--- src/hw/gpsf_pkg.sv ---
package gpsf_pkg;
  // Pin and rail counts
  localparam int NIN   = 8;
  localparam int NOUT  = 4;
  localparam int NRAIL = 8;
  localparam int NSEL  = 3;

  // Register byte addresses
  localparam logic [7:0] ADDR_POL   = 8'h00;
  localparam logic [7:0] ADDR_FUNC  = 8'h04;
  localparam logic [7:0] ADDR_TERM  = 8'h10;
  localparam logic [7:0] ADDR_TEND  = 8'h2c;
  localparam logic [7:0] ADDR_STAT  = 8'h30;
  localparam logic [7:0] ADDR_CLR   = 8'h34;

  // Reset values
  localparam logic [7:0]  POL_RST  = 8'hff;
  localparam logic [15:0] FUNC_RST = 16'h0000;
  localparam logic [31:0] TERM_RST = 32'h0000_0000;

  // Status register field positions
  localparam int STAT_FAULT = 8;
  localparam int STAT_MACT  = 9;
  localparam int STAT_MLOW  = 10;
  localparam int STAT_SEL   = 11;
  localparam int STAT_OUT   = 14;

  // AXI responses
  localparam logic [1:0] RESP_OKAY   = 2'b00;
  localparam logic [1:0] RESP_SLVERR = 2'b10;

  // One AND term of a logic output; sm only meaningful in term 0
  typedef struct packed {
    logic       sm;
    logic [9:0] rsvd;
    logic       use_latch;
    logic [7:0] rail;
    logic [3:0] outm;
    logic [7:0] inm;
  } gpsf_term_s;

  // One special function: enable plus the input pin it listens to
  typedef struct packed {
    logic       en;
    logic [2:0] pin;
  } gpsf_fn_s;

  typedef struct packed {
    gpsf_fn_s dir;
    gpsf_fn_s men;
    gpsf_fn_s clr;
    gpsf_fn_s flt;
  } gpsf_func_s;

  typedef enum logic [1:0] {WR_IDLE = 2'b01, WR_RESP = 2'b10} gpsf_wr_e;
  typedef enum logic [1:0] {RD_IDLE = 2'b01, RD_DATA = 2'b10} gpsf_rd_e;
endpackage

--- src/hw/gpsf_top.sv ---
// Implementation choices: the AXI4-Lite register port and the register offsets.
`timescale 1ns/1ps
module gpsf_top (
  // Clock, reset, enable
  input  wire logic                      aclk,
  input  wire logic                      aresetn,
  input  wire logic                      ce,
  // AXI4-Lite write
  input  wire logic [7:0]                awaddr,
  input  wire logic                      awvalid,
  output logic                           awready,
  input  wire logic [31:0]               wdata,
  input  wire logic [3:0]                wstrb,
  input  wire logic                      wvalid,
  output logic                           wready,
  output logic [1:0]                     bresp,
  output logic                           bvalid,
  input  wire logic                      bready,
  // AXI4-Lite read
  input  wire logic [7:0]                araddr,
  input  wire logic                      arvalid,
  output logic                           arready,
  output logic [31:0]                    rdata,
  output logic [1:0]                     rresp,
  output logic                           rvalid,
  input  wire logic                      rready,
  // Board pins and rail flags
  input  wire logic [gpsf_pkg::NIN-1:0]   general_input_pin,
  input  wire logic [gpsf_pkg::NRAIL-1:0] rail_live,
  output logic [gpsf_pkg::NOUT-1:0]       general_output_pin,
  output logic                           margin_active,
  output logic                           margin_low,
  output logic                           margin_high,
  output logic [gpsf_pkg::NSEL-1:0]       rail_state_select,
  output logic                           fault_event
);

  // Configuration and state
  logic [gpsf_pkg::NIN-1:0]   pol;
  gpsf_pkg::gpsf_func_s       func;
  gpsf_pkg::gpsf_term_s       term [2*gpsf_pkg::NOUT];
  logic [gpsf_pkg::NIN-1:0]   act;
  logic [gpsf_pkg::NIN-1:0]   act_q;
  logic [gpsf_pkg::NRAIL-1:0] latched;
  logic                       fault_sticky;
  gpsf_pkg::gpsf_wr_e         wr_st;
  gpsf_pkg::gpsf_rd_e         rd_st;
  logic                       aw_got;
  logic                       w_got;
  logic [7:0]                 aw_addr;
  logic [31:0]                w_data;
  logic [3:0]                 w_strb;
  logic [gpsf_pkg::NOUT-1:0]  t0_hit;
  logic [gpsf_pkg::NOUT-1:0]  t1_hit;
  logic [gpsf_pkg::NOUT-1:0]  next_out;
  logic                       fault_fall;
  logic                       clr_act;
  logic                       men_act;
  logic                       dir_act;
  logic                       do_write;
  logic                       func_conflict;
  logic [15:0]                next_func;

  // Byte-lane merge for partial writes
  function automatic logic [31:0] merge(input logic [31:0] old,
                                        input logic [31:0] nw,
                                        input logic [3:0]  be);
    logic [31:0] r;
    r = old;
    for (int b = 0; b < 4; b++) begin
      if (be[b]) begin
        r[8*b +: 8] = nw[8*b +: 8];
      end
    end
    return r;
  endfunction

  // A term with no masks set is FALSE so an unused path never fires
  function automatic logic term_true(input gpsf_pkg::gpsf_term_s t,
                                     input logic [7:0] ins,
                                     input logic [3:0] outs,
                                     input logic [7:0] rails);
    logic any;
    any = |{t.inm, t.outm, t.rail};
    return any && ((ins & t.inm) == t.inm) &&
           ((outs & t.outm) == t.outm) && ((rails & t.rail) == t.rail);
  endfunction

  // Selected pin of a special function, already polarity-corrected
  function automatic logic fn_level(input gpsf_pkg::gpsf_fn_s f,
                                    input logic [7:0] a);
    return f.en && a[f.pin];
  endfunction

  // Function field check: an owned function refuses another pin
  function automatic logic fn_clash(input logic [3:0] cur,
                                    input logic [3:0] nw);
    return cur[3] && nw[3] && (cur[2:0] != nw[2:0]);
  endfunction

  assign act = ~(general_input_pin ^ pol);

  // Special function levels, all from corrected inputs
  assign clr_act    = fn_level(func.clr, act_q);
  assign men_act    = fn_level(func.men, act_q);
  assign dir_act    = fn_level(func.dir, act_q);
  assign fault_fall = func.flt.en && act_q[func.flt.pin] &&
                      !act[func.flt.pin];

  // AND term evaluation per output; rails live or sticky per term
  always_comb begin
    for (int i = 0; i < gpsf_pkg::NOUT; i++) begin
      t0_hit[i] = term_true(term[2*i], act_q, general_output_pin,
                            term[2*i].use_latch ? latched : rail_live);
      t1_hit[i] = term_true(term[2*i+1], act_q, general_output_pin,
                            term[2*i+1].use_latch ? latched : rail_live);
      if (term[2*i].sm) begin
        // Only the path matching the present result is looked at
        next_out[i] = general_output_pin[i] ? t0_hit[i]
                                            : t1_hit[i];
      end else begin
        next_out[i] = t0_hit[i] | t1_hit[i];
      end
    end
  end

  // Input sampling; registered to give a clean edge for fault detect
  always_ff @(posedge aclk) begin
    if (!aresetn) begin
      act_q <= 8'h00;
    end else if (ce) begin
      act_q <= act;
    end
  end

  // Logic outputs
  always_ff @(posedge aclk) begin
    if (!aresetn) begin
      general_output_pin <= 4'h0;
    end else if (ce) begin
      general_output_pin <= next_out;
    end
  end

  // Margin and selector outputs
  always_ff @(posedge aclk) begin
    if (!aresetn) begin
      margin_active     <= 1'b0;
      margin_low        <= 1'b0;
      margin_high       <= 1'b0;
      rail_state_select <= 3'h0;
    end else if (ce) begin
      margin_active     <= men_act;
      margin_low        <= men_act && dir_act;
      margin_high       <= men_act && !dir_act;
      rail_state_select <= act[gpsf_pkg::NSEL-1:0];
    end
  end

  // Fault event pulse and its sticky flag; a new fault beats a clear
  always_ff @(posedge aclk) begin
    if (!aresetn) begin
      fault_event  <= 1'b0;
      fault_sticky <= 1'b0;
    end else if (ce) begin
      fault_event <= fault_fall;
      if (fault_fall) begin
        fault_sticky <= 1'b1;
      end else if (do_write && aw_addr == gpsf_pkg::ADDR_CLR &&
                   w_strb[1] && w_data[gpsf_pkg::STAT_FAULT]) begin
        fault_sticky <= 1'b0;
      end
    end
  end

  // Sticky rail statuses; a live flag wins over either clear
  always_ff @(posedge aclk) begin
    if (!aresetn) begin
      latched <= 8'h00;
    end else if (ce) begin
      if (clr_act) begin
        latched <= rail_live;
      end else if (do_write && aw_addr == gpsf_pkg::ADDR_CLR &&
                   w_strb[0]) begin
        latched <= (latched & ~w_data[7:0]) | rail_live;
      end else begin
        latched <= latched | rail_live;
      end
    end
  end

  // Write channel: address and data taken in either order
  assign do_write = (wr_st == gpsf_pkg::WR_IDLE) && aw_got && w_got;
  assign next_func = 16'(merge({16'h0000, func}, w_data, w_strb));
  assign func_conflict = fn_clash(func[15:12], next_func[15:12]) ||
                         fn_clash(func[11:8], next_func[11:8]) ||
                         fn_clash(func[7:4], next_func[7:4]) ||
                         fn_clash(func[3:0], next_func[3:0]);

  always_ff @(posedge aclk) begin
    if (!aresetn) begin
      wr_st   <= gpsf_pkg::WR_IDLE;
      awready <= 1'b0;
      wready  <= 1'b0;
      aw_got  <= 1'b0;
      w_got   <= 1'b0;
      aw_addr <= 8'h00;
      w_data  <= 32'h0000_0000;
      w_strb  <= 4'h0;
      bvalid  <= 1'b0;
      bresp   <= gpsf_pkg::RESP_OKAY;
    end else if (ce) begin
      case (wr_st)
        gpsf_pkg::WR_IDLE: begin
          awready <= !aw_got && !(awvalid && awready);
          wready  <= !w_got && !(wvalid && wready);
          if (awvalid && awready) begin
            aw_got  <= 1'b1;
            aw_addr <= awaddr;
          end
          if (wvalid && wready) begin
            w_got  <= 1'b1;
            w_data <= wdata;
            w_strb <= wstrb;
          end
          if (do_write) begin
            wr_st  <= gpsf_pkg::WR_RESP;
            bvalid <= 1'b1;
            if (aw_addr == gpsf_pkg::ADDR_POL ||
                aw_addr == gpsf_pkg::ADDR_CLR ||
                (aw_addr == gpsf_pkg::ADDR_FUNC && !func_conflict) ||
                (aw_addr >= gpsf_pkg::ADDR_TERM &&
                 aw_addr <= gpsf_pkg::ADDR_TEND && aw_addr[1:0] == 2'b00))
            begin
              bresp <= gpsf_pkg::RESP_OKAY;
            end else begin
              bresp <= gpsf_pkg::RESP_SLVERR;
            end
          end
        end
        gpsf_pkg::WR_RESP: begin
          if (bready) begin
            bvalid <= 1'b0;
            aw_got <= 1'b0;
            w_got  <= 1'b0;
            wr_st  <= gpsf_pkg::WR_IDLE;
          end
        end
        default: begin
          wr_st <= gpsf_pkg::WR_IDLE;
        end
      endcase
    end
  end

  // Configuration registers
  always_ff @(posedge aclk) begin
    if (!aresetn) begin
      pol  <= gpsf_pkg::POL_RST;
      func <= gpsf_pkg::FUNC_RST;
      for (int k = 0; k < 2*gpsf_pkg::NOUT; k++) begin
        term[k] <= gpsf_pkg::TERM_RST;
      end
    end else if (ce && do_write) begin
      if (aw_addr == gpsf_pkg::ADDR_POL) begin
        pol <= 8'(merge({24'h00_0000, pol}, w_data, w_strb));
      end
      // A clash refuses the whole write so no function moves pins
      if (aw_addr == gpsf_pkg::ADDR_FUNC && !func_conflict) begin
        func <= next_func;
      end
      for (int k = 0; k < 2*gpsf_pkg::NOUT; k++) begin
        if (aw_addr == gpsf_pkg::ADDR_TERM + 8'(4*k)) begin
          term[k] <= merge(term[k], w_data, w_strb);
        end
      end
    end
  end

  // Read channel; data is captured with the address
  always_ff @(posedge aclk) begin
    if (!aresetn) begin
      rd_st   <= gpsf_pkg::RD_IDLE;
      arready <= 1'b0;
      rvalid  <= 1'b0;
      rdata   <= 32'h0000_0000;
      rresp   <= gpsf_pkg::RESP_OKAY;
    end else if (ce) begin
      case (rd_st)
        gpsf_pkg::RD_IDLE: begin
          arready <= !(arvalid && arready);
          if (arvalid && arready) begin
            rd_st  <= gpsf_pkg::RD_DATA;
            rvalid <= 1'b1;
            rresp  <= gpsf_pkg::RESP_OKAY;
            rdata  <= 32'h0000_0000;
            if (araddr == gpsf_pkg::ADDR_POL) begin
              rdata[7:0] <= pol;
            end else if (araddr == gpsf_pkg::ADDR_FUNC) begin
              rdata[15:0] <= func;
            end else if (araddr == gpsf_pkg::ADDR_STAT) begin
              rdata[7:0] <= latched;
              rdata[gpsf_pkg::STAT_FAULT] <= fault_sticky;
              rdata[gpsf_pkg::STAT_MACT]  <= margin_active;
              rdata[gpsf_pkg::STAT_MLOW]  <= margin_low;
              rdata[gpsf_pkg::STAT_SEL +: 3] <= rail_state_select;
              rdata[gpsf_pkg::STAT_OUT +: 4] <= general_output_pin;
            end else if (araddr >= gpsf_pkg::ADDR_TERM &&
                         araddr <= gpsf_pkg::ADDR_TEND &&
                         araddr[1:0] == 2'b00) begin
              rdata <= term[3'(araddr[4:2] - 3'h4)];
            end else if (araddr != gpsf_pkg::ADDR_CLR) begin
              rresp <= gpsf_pkg::RESP_SLVERR;
            end
          end
        end
        gpsf_pkg::RD_DATA: begin
          if (rready) begin
            rvalid <= 1'b0;
            rd_st  <= gpsf_pkg::RD_IDLE;
          end
        end
        default: begin
          rd_st <= gpsf_pkg::RD_IDLE;
        end
      endcase
    end
  end
endmodule

--- config.mk ---
export PLATFORM = sky130hd
export DESIGN_NAME = gpsf_top
export DESIGN_NICKNAME = d
export VERILOG_FILES = /design/src/hw/gpsf_pkg.sv /design/src/hw/gpsf_top.sv
export SDC_FILE = /design/constraint.sdc
export NUM_CORES = 1
export LEC_CHECK = 0
export BUFFER_PORTS_ARGS = -buffer_cell sky130_fd_sc_hd__buf_2
export CORE_MARGIN = 10
export CORE_UTILIZATION = 55
export CTS_CLUSTER_SIZE = 20
export DETAILED_ROUTE_END_ITERATION = 12
export PLACE_DENSITY = 0.74
export SETUP_SLACK_MARGIN = 0.3
export SLEW_MARGIN = 30
export SYNTH_ARGS = -nofsm -noshare
export SYNTH_HDL_FRONTEND = slang
export SYNTH_SLANG_ARGS = --single-unit
--- constraint.sdc ---
create_clock -name aclk -period 2.3 [get_ports aclk]
set_clock_uncertainty 0.15 [all_clocks]
set_input_delay 0.345 -clock aclk [delete_from_list [all_inputs] [get_ports aclk]]
set_output_delay 0.345 -clock aclk [all_outputs]
set_load 0.01 [all_outputs]
After elaboration in Yosys (flattened, before gate mapping)
Memories as Yosys holds them, arrays and structs flattened.
Index checks and enable logic that the tools add are counted.
- add/subtract/negate cells: 1
- multiply operators: 0
- div/mod/pow operators: 0
- order comparisons: 8
- equal/unequal tests: 51
- shift operators: 0
- muxes and demuxes: 230
- bitwise logic cells: 42
- reduce and logical (&&, ||, !) cells: 100
- operators with widths (kind ; number):
    $mux W8 ; 141
    $mux W32 ; 9
    $reduce_or A20 Y1 ; 8
    $and A8 B8 Y8 ; 17
    $eq A8 B8 Y1 ; 16
    $logic_and A1 B1 Y1 ; 56
    $mux W1 ; 54
    $eq A8 B6 Y1 const B ; 6
    $and A4 B4 Y4 ; 8
    $eq A4 B4 Y1 ; 8
    $eq A8 B5 Y1 const B ; 4
    $mux W16 ; 2
    $mux W24 ; 1
    $reduce_and A3 Y1 ; 7
    $mux W2 ; 10
    $mux W18 ; 1
    $eq A8 B3 Y1 const B ; 2
    $ge A8 B5 Y1 const B ; 2
    $le A8 B6 Y1 const B ; 2
    $logic_not A8 Y1 ; 2
    $lt A3 B4 Y1 const B ; 4
    $not A8 Y8 ; 2
    $or A8 B8 Y8 ; 2
    $reduce_and A4 Y1 ; 4
    other kinds (18) ; 64
- register bits after elaboration: 143
- latch bits: 0
- bits in writable memories: 256
- memory bits (read-only): 0
- bits of input ports: 76
- logic and storage cells: 466
- memories: 1
- memories (memory ; depth ; bits a word ; read ports ; clocked after memory_dff ; write ports ; RTL line ; text):
    term ; 8 ; 32 ; 9 ; 0 ; 8 ; gpsf_top.sv:41 ; gpsf_pkg::gpsf_term_s term [2*gpsf_pkg::NOUT];

Logic depth before layout (Yosys ltp)
- depth in word-level cells: 11
- gate-level depth with buffers: 7

Worst setup path after synthesis
Ideal clock, no wire load.
- path type: flip-flop to flip-flop
- start point: reg aw_addr[0]
- end point: mem term[0][10] (netlist name) (enable)
- library setup time: 0.329 ns
- arrival: 1.827 ns
- required time: 1.821 ns
- slack: -0.006 ns
- cell stages (with the launch flop): 6
- buffers on the path: 1
- cells stage by stage: dfxtp_1 > nor4_1 > nor3b_1 > clkbuf_1 > nand2_1 > nand2_1
- RTL lines (item ; RTL line ; text):
    from (decl) ; gpsf_top.sv:50 ; logic [7:0] aw_addr;
    from (signal assigned) ; gpsf_top.sv:219 ; aw_addr <= awaddr;
    to (decl) ; gpsf_top.sv:41 ;

==> report_table.html <==
<table>
<tr><th>Metric</th><th>Value</th></tr>
<tr><th colspan="2">Synth</th></tr>
<tr><td>Sequential cell area fraction in the yosys report</td><td>53.5%</td></tr>
<tr><td>Post-synthesis average cell area</td><td>approximately 12 µm²</td></tr>
<tr><td>Library cells used by synthesis</td><td>71</td></tr>
<tr><td>Top-area cell type share of the netlist area</td><td>~39%</td></tr>
<tr><td>Proportion of register bits with asynchronous set or reset after synthesis</td><td>0%</td></tr>
<tr><td>Post-synth EDFFs</td><td>~260</td></tr>
<tr><td>Leading register cell type out of synthesis</td><td>sky130_fd_sc_hd__edfxtp_1</td></tr>
<tr><td>Mapped cell area</td><td>19600 µm²</td></tr>
<tr><td>Number of cells produced by synthesis</td><td>roughly 1.7k</td></tr>
<tr><td>Cell taking the most area after synthesis</td><td>sky130_fd_sc_hd__edfxtp_1</td></tr>
<tr><td>Cell types with the largest area share after synthesis</td><td>sky130_fd_sc_hd__edfxtp_1 39%, sky130_fd_sc_hd__dfxtp_1 14%, sky130_fd_sc_hd__mux4_2 7.9%</td></tr>
<tr><td>Synth warn</td><td>0</td></tr>
<tr><td>Register bit total from synthesis</td><td>~390</td></tr>
<tr><th colspan="2">Cells and area</th></tr>
<tr><td>P&amp;R area growth vs syn</td><td>30.8%</td></tr>
<tr><td>Final Instance Area</td><td>between 20000 and 30000 µm²</td></tr>
<tr><td>Most common cell after layout, fill and taps aside</td><td>sky130_fd_sc_hd__edfxtp_1</td></tr>
<tr><td>Fill cells</td><td>between 2k and 2.5k</td></tr>
<tr><td>Commonest cells after routing, fill and taps aside</td><td>256 x sky130_fd_sc_hd__edfxtp_1, 201 x sky130_fd_sc_hd__and2_1, 189 x sky130_fd_sc_hd__buf_4</td></tr>
<tr><td>Final-stage net count</td><td>between 2k and 2.5k</td></tr>
<tr><td>Fraction of layout instances using a drive strength above 1</td><td>33.5%</td></tr>
<tr><td>Final core utilization</td><td>around 73%</td></tr>
<tr><th colspan="2">Clock network</th></tr>
<tr><td>Post-CTS clock slew at the launch and capture registers of the worst setup and hold paths</td><td>approximately 70 ps</td></tr>
<tr><td>Cell chosen for the clock root</td><td>sky130_fd_sc_hd__clkbuf_16</td></tr>
<tr><td>Maximum buffer depth of the clock tree</td><td>3</td></tr>
<tr><td>Clock tree from TritonCTS</td><td>yes</td></tr>
<tr><td>Worst-skew pair later-pin latency</td><td>590 ps</td></tr>
<tr><td>CTS Sinks</td><td>about 390</td></tr>
<tr><td>Number of clock buffers inserted by TritonCTS</td><td>43</td></tr>
<tr><td>H-tree levels</td><td>2</td></tr>
<tr><th colspan="2">Min path</th></tr>
<tr><td>Beginning of the worst hold path</td><td>general_input_pin[6]</td></tr>
<tr><td>Hold Path Depth</td><td>4</td></tr>
<tr><td>Hold EP</td><td>act_q[6]$_SDFFE_PN0P_</td></tr>
<tr><td>Worst hold path class</td><td>in2reg</td></tr>
<tr><th colspan="2">Worst setup path</th></tr>
<tr><td>Crit. Startpoint</td><td>wr_st[1]$_SDFFE_PN0P_</td></tr>
<tr><td>Master of the slowest instance on the critical path</td><td>sky130_fd_sc_hd__dfxtp_2</td></tr>
<tr><td>Worst R2R Setup Slack</td><td>between 150 and 200 ps</td></tr>
<tr><td>Category of the most critical setup path</td><td>reg2reg</td></tr>
<tr><td>End of the worst register-to-register path</td><td>term[6][19]$_SDFFCE_PN0P_</td></tr>
<tr><td>Slowest Stage Delay on Critical Path</td><td>~330 ps</td></tr>
<tr><td>Crit end category</td><td>flip-flop</td></tr>
<tr><td>Depth of the worst register-to-register path</td><td>8</td></tr>
<tr><td>Data arrival at the endpoint of the critical path</td><td>2260 ps</td></tr>
<tr><td>Cells along the critical path</td><td>buf_6, and3b_2, nand3_4, nor3_2, a21oi_1, buf_4, nor2_4, buf_6</td></tr>
<tr><td>Startpoint class of the critical path</td><td>flip-flop</td></tr>
<tr><td>Critical path peak fanout</td><td>8</td></tr>
<tr><td>Cell repeated most along the worst path</td><td>sky130_fd_sc_hd__buf_6</td></tr>
<tr><td>CP required</td><td>~2400 ps</td></tr>
<tr><td>Startpoint of the lowest-slack register-to-register path</td><td>wr_st[1]$_SDFFE_PN0P_</td></tr>
<tr><th colspan="2">Timing</th></tr>
<tr><td>Slew at the pin with the worst max-slew slack</td><td>approximately 1200 ps</td></tr>
<tr><td>Period utilisation layout</td><td>just over 90%</td></tr>
<tr><td>Final hold violation count</td><td>0</td></tr>
<tr><td>Relative slew margins</td><td>~17%</td></tr>
<tr><td>Min cycle time layout</td><td>2130 ps</td></tr>
<tr><td>Final Slew Violations</td><td>0</td></tr>
<tr><td>Unrepaired setup endpoints after global routing</td><td>true</td></tr>
<tr><td>Final setup violation count</td><td>0</td></tr>
<tr><td>Maximum clock rate</td><td>between 400 and 500 MHz</td></tr>
<tr><td>Final setup margin</td><td>approximately 170 ps</td></tr>
<tr><th colspan="2">Job</th></tr>
<tr><td>Max cap viols</td><td>0</td></tr>
<tr><th colspan="2">Die</th></tr>
<tr><td>DIE HEIGHT</td><td>approximately 210 µm</td></tr>
<tr><td>Core outline area</td><td>34800 µm²</td></tr>
<tr><td>Starting density of the core</td><td>between 50 and 60%</td></tr>
<tr><td>Number of standard-cell rows in the floorplan</td><td>a little under 70</td></tr>
<tr><td>Horizontal extent of the die</td><td>~210 µm</td></tr>
<tr><td>Full die area</td><td>between 40000 and 50000 µm²</td></tr>
<tr><td>Number of primary I/O pins</td><td>about 130</td></tr>
<tr><th colspan="2">Placed design</th></tr>
<tr><td>Sum of net half-perimeters after detailed placement</td><td>~55 mm</td></tr>
<tr><td>Routability congestion estimate from global placement</td><td>~1.0</td></tr>
<tr><td>Area of placed instances</td><td>roughly 22000 µm²</td></tr>
<tr><td>DP Worst Slack</td><td>-225 ps</td></tr>
<tr><td>Number of port buffers</td><td>about 130</td></tr>
<tr><th colspan="2">Power and ir drop</th></tr>
<tr><td>Combinational Power Share</td><td>around a tenth</td></tr>
<tr><td>Relative contribution of the clock network to total power</td><td>44.2%</td></tr>
<tr><td>Total power per unit cell area</td><td>679 nW/µm²</td></tr>
<tr><td>Sw Pwr</td><td>between 4 and 5 mW</td></tr>
<tr><td>Worst supply voltage drop on vdd</td><td>just over 0.7 mV</td></tr>
<tr><td>Portion of total power attributed to sequential cells</td><td>46.1%</td></tr>
<tr><td>Internal Dissipation</td><td>approximately 13 mW</td></tr>
<tr><td>Reported leakage power</td><td>10.1 nW</td></tr>
<tr><td>Proportion of total power due to net switching</td><td>about a quarter</td></tr>
<tr><th colspan="2">GRT</th></tr>
<tr><td>Vias in the first global route</td><td>between 15k and 20k</td></tr>
<tr><td>Overall Global Routing Usage</td><td>33.6%</td></tr>
<tr><td>Initial antenna violation count</td><td>1</td></tr>
<tr><td>First-pass GRT wire length</td><td>around 110 mm</td></tr>
<tr><td>Total congestion overflow after global routing</td><td>0</td></tr>
<tr><td>Pin count of the biggest net entering global routing</td><td>between 60 and 70</td></tr>
<tr><th colspan="2">Routing</th></tr>
<tr><td>Remaining routing DRC violations</td><td>0</td></tr>
<tr><td>Violation count after the first detailed-route iteration</td><td>between 1.5k and 2k</td></tr>
<tr><td>Vias per cell</td><td>~6.6</td></tr>
<tr><td>Antenna-violating nets left</td><td>0</td></tr>
<tr><td>Via count</td><td>~16k</td></tr>
<tr><td>Post-detailed-routing wire length</td><td>about 80 mm</td></tr>
<tr><td>Routed length per placed instance</td><td>~31 µm</td></tr>
<tr><td>Detailed Routing Iterations Pass 1</td><td>6</td></tr>
<tr><th colspan="2">Status</th></tr>
<tr><td>Run status</td><td>completed</td></tr>
</table>
-- logic make-up (layout without fill, tap and decap cells) --
| group | Yosys count | in the layout | share of synthesized area [%] |
|---|---|---|---|
| and+or+nand+nor | 624 | 624 | 16.8 |
| DFF | 394 | 394 | 53.5 |
| AOI/OAI and AO/OA | 254 | 254 | 9.32 |
| muxes | 210 | 210 | 15.5 |
| buffers and inverters | 163 | 533 | 3.94 |
| xor gates and xnor gates | 22 | 22 | 0.986 |
| other | 1 | 5 | 0.0192 |
-- final cells by class --
class / count / area [µm²] / area share (%)
clock inverters: 27 / 407 / 1.59
multi-input cells: 1112 / 9300 / 36.4
inverters: 32 / 124 / 0.485
repair buffers: 421 / 3520 / 13.8
diodes: 3 / 7.51 / 0.0294
clock buffers: 53 / 1150 / 4.51
flip-flops and latches: 394 / 10500 / 41.0
well taps: 455 / 569 / 2.23
-- flip-flops by register name, indices dropped and copies added, names as in the netlist, 2 cells and up --
signal,flops
rdata,32
w_data,32
rd_st,2
wr_st,2
func,16
pol,8
term,256
general_output_pin,4
aw_addr,8
w_strb,4
act_q,8
latched,8
-- Yosys cell counts, drive strengths merged, types with 9 or more instances --
library cell  count
edfxtp          256
nand2           217
and2            211
dfxtp           138
mux2i           115
clkbuf           98
a21oi            74
mux4             71
nor2             56
nor4             47
o21ai            37
buf              33
inv              30
a221oi           26
mux2             24
nand3            23
a22oi            22
xnor2            21
nor2b            18
a22o             15
nand2b           10
nand4            10
a222oi            9
a31oi             9
and3              9
-- how the worst max path moves through the flow --
stage               slack [ps]  depth (start not counted)                        end
floorplan                  110                          6     rdata[11]$_SDFFE_PN0P_
global placement          -170                          5  term[7][20]$_SDFFCE_PN0P_
detailed placement        -220                          5  term[7][18]$_SDFFCE_PN0P_
CTS                        140                          5  term[7][30]$_SDFFCE_PN0P_
global route               140                          7  term[5][17]$_SDFFCE_PN0P_
finish                     170                          8  term[6][19]$_SDFFCE_PN0P_
-- timing repair --
action	in CTS	in global routing
setup buffers	31	45
pin swaps	10	31
setup endpoints to repair	421	441
endpoints found under the hold margin	49	0
hold buffers	49	0
gates resized for setup	89	147
gates cloned	1	7
-- per-stage QoR --
step / hold slack, ps / setup TNS [ps] / power [mW] / instances
3_3_place_gp: 282 / -3140 / 9.50 / 2281
5_1_grt: 35.6 / 0 / 17.7 / 2494
3_5_place_dp: 291 / -5830 / 9.52 / 2281
6_report: 33.6 / 0 / 17.3 / 2497
4_1_cts: 18.9 / 0 / 17.1 / 2442
2_1_floorplan: 284 / 0 / 8.82 / 1669
-- layer usage --
metal | vias to the layer above | share of wire, % | wire, µm | global-route usage [%]
met3 | 203 | 12 | 9260 | 8.27
met2 | 1138 | 46 | 36100 | 51.7
met1 | 8259 | 38 | 29700 | 44.4
met4 | 0 | 4.3 | 3360 | 14.1
met5 | - | 0 | 0 | 0
li1 | 6863 | - | - | -
-- power groups by stage --
stage / Sequential, mW / Clock [mW] / Combinational (mW)
after detailed placement: 8.14 / 0 / 1.37
after global routing: 7.99 / 7.92 / 1.76
final: 8.00 / 7.66 / 1.69
after CTS: 7.98 / 7.63 / 1.52
after global placement: 8.14 / 0 / 1.36
after floorplan: 7.97 / 0 / 0.846
-- critical path, delay by kind of cell (launching register included) --
family | cells | cell delay, ps
simple gates | 4 | 790
compound gates | 1 | 90
flops | 1 | 330
buf+inv | 3 | 480
No activity file was read; power rests on OpenSTA's default activity.
